File: config.mk
export PLATFORM = sky130hd
export DESIGN_NAME = tcg_top
export DESIGN_NICKNAME = d
export VERILOG_FILES = /design/src/verilog/tcg_bit_write.v /design/src/verilog/tcg_capture_mux.v /design/src/verilog/tcg_top.v
export VERILOG_INCLUDE_DIRS = /design/src /design/src/verilog
export SDC_FILE = /design/constraint.sdc
export NUM_CORES = 1
export LEC_CHECK = 0
export BUFFER_PORTS_ARGS = -buffer_cell sky130_fd_sc_hd__clkbuf_2
export CAP_MARGIN = 20
export CORE_UTILIZATION = 30
export DETAILED_ROUTE_END_ITERATION = 8
export HOLD_SLACK_MARGIN = 0.06
export SLEW_MARGIN = 30
export SYNTH_ARGS = -nofsm -noshare
export SYNTH_HDL_FRONTEND = slang
export SYNTH_SLANG_ARGS = --single-unit
File: constraint.sdc
create_clock -name pclk -period 3.4 [get_ports pclk]
set_clock_uncertainty 0.1 [all_clocks]
set_input_delay 0.68 -clock pclk [delete_from_list [all_inputs] [get_ports pclk]]
set_output_delay 0.68 -clock pclk [all_outputs]
set_load 0.02 [all_outputs]
File: src/verilog/tcg_regs.vh
// Operation
// - Enable low stops timer clock, holds reset
// - Enable low ignores timer writes except port registers, reads default
// - Enable high clocks timer, allows access
// - Reset clears peripheral enable register
// - Byte and single-bit writes both accepted
// - Registers undefined when option set, disabled
// - Bit 5 enables event 1 cutoff, channel 1
// - Bit 4 selects pin D1 or event 1
// - Bit 1 enables event 0 cutoff, channel 0
// - Bit 0 high takes capture from event 0
`ifndef TCG_REGS_VH
`define TCG_REGS_VH
// Byte addresses in the peripheral window (low 20 bits of printed address)
`define TCG_ADDR_PER      20'hf007a
`define TCG_ADDR_ELC      20'hf0260
`define TCG_ADDR_BITSET   20'hf0300
`define TCG_ADDR_BITCLR   20'hf0304
`define TCG_ADDR_DEFLT    20'hf0308
// Field positions
`define TCG_PER_EN_BIT    4
`define TCG_PER_RSVD_MASK 8'h0e
`define TCG_ELC_OBE1_BIT  5
`define TCG_ELC_ICE1_BIT  4
`define TCG_ELC_OBE0_BIT  1
`define TCG_ELC_ICE0_BIT  0
`define TCG_ELC_MASK      8'h33
// Reset values
`define TCG_PER_RESET     8'h00
`define TCG_ELC_RESET     8'h00
`define TCG_DEFLT_RESET   8'h00
`endif

File: src/verilog/tcg_bit_write.v
`default_nettype none
// Single-bit set or clear on an 8-bit register image
module tcg_bit_write
(
    input  wire [7:0] cur,
    input  wire [2:0] bit_idx,
    input  wire       set_n_clr,
    output reg  [7:0] res
);
    // Touch only the addressed bit
    always @*
    begin
        res = cur;
        res[bit_idx] = set_n_clr;
    end
endmodule // tcg_bit_write
`default_nettype wire

File: src/verilog/tcg_capture_mux.v
`default_nettype none
// Capture trigger source and cutoff gating for one channel
module tcg_capture_mux
(
    input  wire pin_in,
    input  wire event_in,
    input  wire event_sel,
    input  wire cutoff_en,
    output wire capture_trig,
    output wire cutoff_req
);
    // Event replaces the pin when selected
    assign capture_trig = event_sel ? event_in : pin_in;
    // Event forces cutoff only when enabled
    assign cutoff_req = cutoff_en & event_in;
endmodule // tcg_capture_mux
`default_nettype wire

File: src/verilog/tcg_top.v
// The APB register port was decided locally.
`include "tcg_regs.vh"
`default_nettype none
// Timer clock gate, access gate and event select
module tcg_top
(
    input  wire        pclk,
    input  wire        presetn,
    input  wire        psel,
    input  wire        penable,
    input  wire        pwrite,
    input  wire [31:0] paddr,
    input  wire [31:0] pwdata,
    input  wire [3:0]  pstrb,
    output reg  [31:0] prdata,
    output reg         pready,
    output reg         pslverr,
    input  wire        hs_osc_option_bit,
    input  wire        tmr_sel,
    input  wire        tmr_port_reg,
    input  wire [7:0]  tmr_rdata,
    input  wire        capture_pin_d0,
    input  wire        capture_pin_d1,
    input  wire        event_in0,
    input  wire        event_in1,
    output reg         timer_clock_enable_bit,
    output reg         tmr_clk_en,
    output reg         tmr_rst_n,
    output reg         tmr_wr_allow,
    output reg         capture_d0_trig,
    output reg         capture_d1_trig,
    output reg         cutoff0_req,
    output reg         cutoff1_req
);

    ////////////////////////////////////////////////////////////////////////////
    // Registers and decode
    reg  [7:0]  peripheral_enable_reg_r;
    reg  [7:0]  peripheral_enable_reg_nxt;
    reg  [7:0]  event_select_reg_r;
    reg  [7:0]  event_select_reg_nxt;
    reg  [7:0]  deflt_rd_r;
    reg  [31:0] rdata_nxt;
    reg         err_nxt;
    wire [19:0] addr;
    wire        acc;
    wire        wr;
    wire        en;
    wire [7:0]  bit_res;
    wire        cap0;
    wire        cap1;
    wire        cut0;
    wire        cut1;

    assign addr = paddr[19:0];
    assign acc  = psel & penable & pready;
    assign wr   = acc & pwrite & pstrb[0];
    assign en   = peripheral_enable_reg_r[`TCG_PER_EN_BIT];

    // Single-bit write engine on the enable register
    tcg_bit_write u_bitw
    (
        .cur       (peripheral_enable_reg_r),
        .bit_idx   (pwdata[2:0]),
        .set_n_clr (addr == `TCG_ADDR_BITSET),
        .res       (bit_res)
    );

    ////////////////////////////////////////////////////////////////////////////
    // Write path
    always @*
    begin
        peripheral_enable_reg_nxt = peripheral_enable_reg_r;
        event_select_reg_nxt      = event_select_reg_r;
        if (wr && addr == `TCG_ADDR_PER)
        begin
            peripheral_enable_reg_nxt = pwdata[7:0];
        end
        else if (wr && (addr == `TCG_ADDR_BITSET || addr == `TCG_ADDR_BITCLR))
        begin
            peripheral_enable_reg_nxt = bit_res;
        end
        else if (wr && addr == `TCG_ADDR_ELC && en)
        begin
            // Writes dropped while disabled; unused bits never stored
            event_select_reg_nxt = pwdata[7:0] & `TCG_ELC_MASK;
        end
        if (!en)
        begin
            event_select_reg_nxt = `TCG_ELC_RESET;
        end
    end

    ////////////////////////////////////////////////////////////////////////////
    // Read path
    always @*
    begin
        rdata_nxt = 32'h0000_0000;
        err_nxt   = 1'b0;
        if (addr == `TCG_ADDR_PER)
        begin
            rdata_nxt[7:0] = peripheral_enable_reg_r;
        end
        else if (addr == `TCG_ADDR_ELC)
        begin
            // Disabled: reads show the default, or unknown-ish image under option
            rdata_nxt[7:0] = en ? event_select_reg_r : deflt_rd_r;
        end
        else if (addr == `TCG_ADDR_BITSET || addr == `TCG_ADDR_BITCLR)
        begin
            rdata_nxt[7:0] = peripheral_enable_reg_r;
        end
        else if (addr == `TCG_ADDR_DEFLT)
        begin
            rdata_nxt[7:0] = deflt_rd_r;
        end
        else
        begin
            err_nxt = 1'b1;
        end
    end

    ////////////////////////////////////////////////////////////////////////////
    // Channel routing
    tcg_capture_mux u_ch0
    (
        .pin_in       (capture_pin_d0),
        .event_in     (event_in0),
        .event_sel    (event_select_reg_r[`TCG_ELC_ICE0_BIT]),
        .cutoff_en    (event_select_reg_r[`TCG_ELC_OBE0_BIT]),
        .capture_trig (cap0),
        .cutoff_req   (cut0)
    );

    tcg_capture_mux u_ch1
    (
        .pin_in       (capture_pin_d1),
        .event_in     (event_in1),
        .event_sel    (event_select_reg_r[`TCG_ELC_ICE1_BIT]),
        .cutoff_en    (event_select_reg_r[`TCG_ELC_OBE1_BIT]),
        .capture_trig (cap1),
        .cutoff_req   (cut1)
    );

    ////////////////////////////////////////////////////////////////////////////
    // State and registered outputs
    always @(posedge pclk or negedge presetn)
    begin
        if (!presetn)
        begin
            peripheral_enable_reg_r <= `TCG_PER_RESET;
            event_select_reg_r      <= `TCG_ELC_RESET;
            deflt_rd_r              <= `TCG_DEFLT_RESET;
            prdata                  <= 32'h0000_0000;
            pready                  <= 1'b0;
            pslverr                 <= 1'b0;
            timer_clock_enable_bit  <= 1'b0;
            tmr_clk_en              <= 1'b0;
            tmr_rst_n               <= 1'b0;
            tmr_wr_allow            <= 1'b0;
            capture_d0_trig         <= 1'b0;
            capture_d1_trig         <= 1'b0;
            cutoff0_req             <= 1'b0;
            cutoff1_req             <= 1'b0;
        end
        else
        begin
            peripheral_enable_reg_r <= peripheral_enable_reg_nxt;
            event_select_reg_r      <= event_select_reg_nxt;
            // Default read image: zero normally, all ones under the oscillator option
            deflt_rd_r              <= hs_osc_option_bit ? 8'hff : 8'h00;
            // No wait state: ready in the cycle after setup
            pready                  <= psel & ~pready;
            pslverr                 <= psel & ~pready & err_nxt;
            prdata                  <= (psel & ~pready & ~pwrite) ? rdata_nxt : 32'h0000_0000;
            timer_clock_enable_bit  <= peripheral_enable_reg_nxt[`TCG_PER_EN_BIT];
            tmr_clk_en              <= peripheral_enable_reg_nxt[`TCG_PER_EN_BIT];
            tmr_rst_n               <= peripheral_enable_reg_nxt[`TCG_PER_EN_BIT];
            // Port data and direction stay writable while disabled
            tmr_wr_allow            <= tmr_sel & (en | tmr_port_reg);
            capture_d0_trig         <= cap0;
            capture_d1_trig         <= cap1;
            cutoff0_req             <= cut0;
            cutoff1_req             <= cut1;
        end
    end

endmodule // tcg_top
`default_nettype wire

==> flow_metrics.tcl <==
set metrics [dict create \
    cp-start-kind "input pin" \
    power.density_nw_per_um2 299 \
    syn_area_um2 1890 \
    synth_top_family_by_area "simple AND/OR/NAND/NOR gates" \
    r2r_start "peripheral_enable_reg_r[4]$_DFFE_PN0P_" \
    tightest_slew_ns 0.685 \
    crit_chain "clkbuf_2, nor4_4, nand4_1, nor4_2, nor2_1, o22ai_1" \
    antenna_found_initial 0 \
    power_leakage_uw 0.00103 \
    cts_inserted_buffers 3 \
    cts_tree "done" \
    status "finished clean" \
    synth_warnings 0 \
    synth_xor_area_frac 0 \
    hold_viol 0 \
    wl_um 4370 \
    hold_class "input pin to async pin" \
    p_seq_frac 0.521 \
    ys_top_cells_by_area "dfrtp_1 (37%), buf_4 (11%), mux2i_1 (5.8%), a21oi_1 (3.7%), nor2_1 (3.4%)" \
    vias 1561 \
    postCtsHoldBufs 0 \
    slew_headroom 0.544 \
    r2r_cells 5 \
    worstSkewPairLatency_ns 0.28 \
    setup_tns_ns 0 \
    drive_above_1_share 0.325 \
    max_freq_ghz 0.473 \
    clk_pin_slew_ns 0.10 \
    hpwl_um 3520 \
    crit_path_end_kind "register" \
    crit_fanout 6 \
    die_y_um 81.3 \
    worst-path-buf-inv 1 \
    rrSetupSlack_ns 1.48 \
    hold_slack_ns 0.318 \
    initial_core_util 0.315 \
    cts_resized 0 \
    core_um2 5990 \
    cts-root-buf "clkbuf_8" \
    synth_fa_ha_area_frac 0 \
    worstSetupPathDepth 6 \
    worstSetupPathType "input pin to register" \
    rsz0062_at_grt "no" \
    grt_pass1_wl_um 6780 \
    ys_types 43 \
    yosys_register_bits 28 \
    io_pins 130 \
    period_needed_ns 2.12 \
    ys_seq_area_frac 0.371 \
    grt_usage 0.137 \
    clock_sinks 28 \
    r2r-end "prdata[4]$_DFF_PN0_" \
    worstPathRequired_ns 3.49 \
    endpoint "prdata[1]$_DFF_PN0_" \
    crit_slowest_cell "nor4_2" \
    nets 341 \
    io_buffers 58 \
    diodes 0 \
    routed_via_density 4.77 \
    synth_top_area_frac 0.371 \
    synthMuxAreaShare 0.0702 \
    drv_cap 0 \
    die_area_um2 6610 \
    wire_per_inst_um 13.4 \
    drt_iter0_drc 120 \
    grt_max_degree 29 \
    synth-compound-area-share 0.0961 \
    p_sw_uw 180 \
    cts_buffer_depth 2 \
    die_w_um 81.3 \
    yosys.area.top_type "dfrtp_1" \
    post-route-period-util 0.622 \
    postCtsSetupRepairBufs 0 \
    drc 0 \
    crit_arrival_ns 2.21 \
    rows 28 \
    dr.pass1.iters 4 \
    ant_nets 0 \
    synthCells 199 \
    drv_slew 0 \
    place.gp.congestion 0.920 \
    slowest_delay_ns 0.49 \
    clockPowerShare 0.327 \
    intPower_uw 471 \
    setup-violations-final 0 \
    avgSynthCellArea_um2 9.49 \
    overflow 0 \
    cts-htree-levels 1 \
    ir_worst_vdd_mv 0.128 \
    cpLargestDelayFamily "simple AND/OR/NAND/NOR gates" \
    comb_power_share 0.152 \
    syn_to_final_growth_pct 15.2 \
    crit_start "paddr[13]" \
    sw_frac_of_total 0.277 \
    grt_pass1_vias 1362 \
    synthSimpleGateAreaFrac 0.322 \
]
[placed cells by master, fill, tap and decap left out, drive strengths merged, types with 4 or more instances in the layout]
| cell type | n |
|---|---|
| nand2 | 8 |
| a21oi | 14 |
| clkbuf | 62 |
| and2 | 4 |
| inv | 6 |
| nand3 | 9 |
| nor2 | 17 |
| o21ai | 5 |
| nor4 | 7 |
| mux2i | 11 |
| dfrtp | 28 |
| o22ai | 4 |
| conb | 24 |
| nand4 | 9 |
| nand2b | 4 |
| nor3 | 7 |
| nor2b | 8 |
[power by group through the flow]
stage               registers, uW  clock network [uW]  logic [uW]
finish                        339                 213        98.8
detailed placement            346                   0        99.4
global placement              346                   0        97.9
floorplan                     350                   0        71.1
global route                  340                 234         110
CTS                           339                 214        99.4
[cells by family after synthesis]
| group | Yosys count |
|---|---|
| compound gates | 31 |
| buf+inv | 38 |
| flops | 28 |
| mux | 13 |
| other cells | 1 |
| simple gates | 88 |
[per-layer routing]
metal,part of all wire,global-route usage,routed length [um]
met5,0,0,0
met4,0.018,0.0589,77
met2,0.48,0.213,2080
met3,0.070,0.0258,304
met1,0.44,0.183,1910
[registers in the layout, summed over array words and instances, names as in the netlist]
register	count
capture_d0_trig	1
capture_d1_trig	1
cutoff0_req	1
cutoff1_req	1
deflt_rd_r	1
event_select_reg_r	4
peripheral_enable_reg_r	8
prdata	8
pready	1
pslverr	1
tmr_wr_allow	1
[cells in the mapped netlist, drive strengths merged]
master	instances
a21oi	14
a2bb2oi	1
a31oi	1
and2	4
and3	3
and4	2
and4bb	3
buf	29
clkbuf	3
conb	1
dfrtp	28
inv	6
mux2	2
mux2i	11
nand2	8
nand2b	4
nand3	9
nand4	9
nand4bb	1
nor2	17
nor2b	8
nor3	7
nor4	7
nor4b	2
o211ai	2
o21a	1
o21ai	5
o22ai	4
o2bb2ai	1
o31ai	2
or2	1
or2b	1
or3	1
or4	1
[worst min path at each step]
stage | start | endpoint | slack (ns) | depth (start not counted)
3_5_place_dp | peripheral_enable_reg_r[2]$_DFFE_PN0P_ | prdata[2]$_DFF_PN0_ | 0.41 | 2
6_report | presetn | pready$_DFF_PN0_ | 0.32 | 1
5_1_grt | presetn | peripheral_enable_reg_r[0]$_DFFE_PN0P_ | 0.38 | 1
2_1_floorplan | presetn | capture_d0_trig$_DFF_PN0_ | 0.28 | 0
3_3_place_gp | peripheral_enable_reg_r[2]$_DFFE_PN0P_ | prdata[2]$_DFF_PN0_ | 0.41 | 2
4_1_cts | presetn | peripheral_enable_reg_r[0]$_DFFE_PN0P_ | 0.35 | 1
[cell type report]
class | instances | area (um2)
inverters | 6 | 22.5
fillers | 628 | 3820
well taps | 75 | 93.8
flip-flops and latches | 28 | 701
repair buffers | 58 | 290
multi-input cells | 156 | 1010
clock buffers | 4 | 55.1
[metrics by stage]
stage / power, uW / util / area (um2) / worst slack (ns) / instances
2_1_floorplan: 421 / - / 1970 / 1.33 / 222
3_3_place_gp: 443 / 0.354 / 2120 / 0.987 / 323
3_5_place_dp: 445 / 0.354 / 2120 / 0.989 / 323
4_1_cts: 653 / 0.363 / 2170 / 1.29 / 327
5_1_grt: 683 / 0.363 / 2170 / 1.13 / 327
6_report: 651 / 0.363 / 2170 / 1.28 / 327
Note: power is estimated with default switching activity, not from simulation.
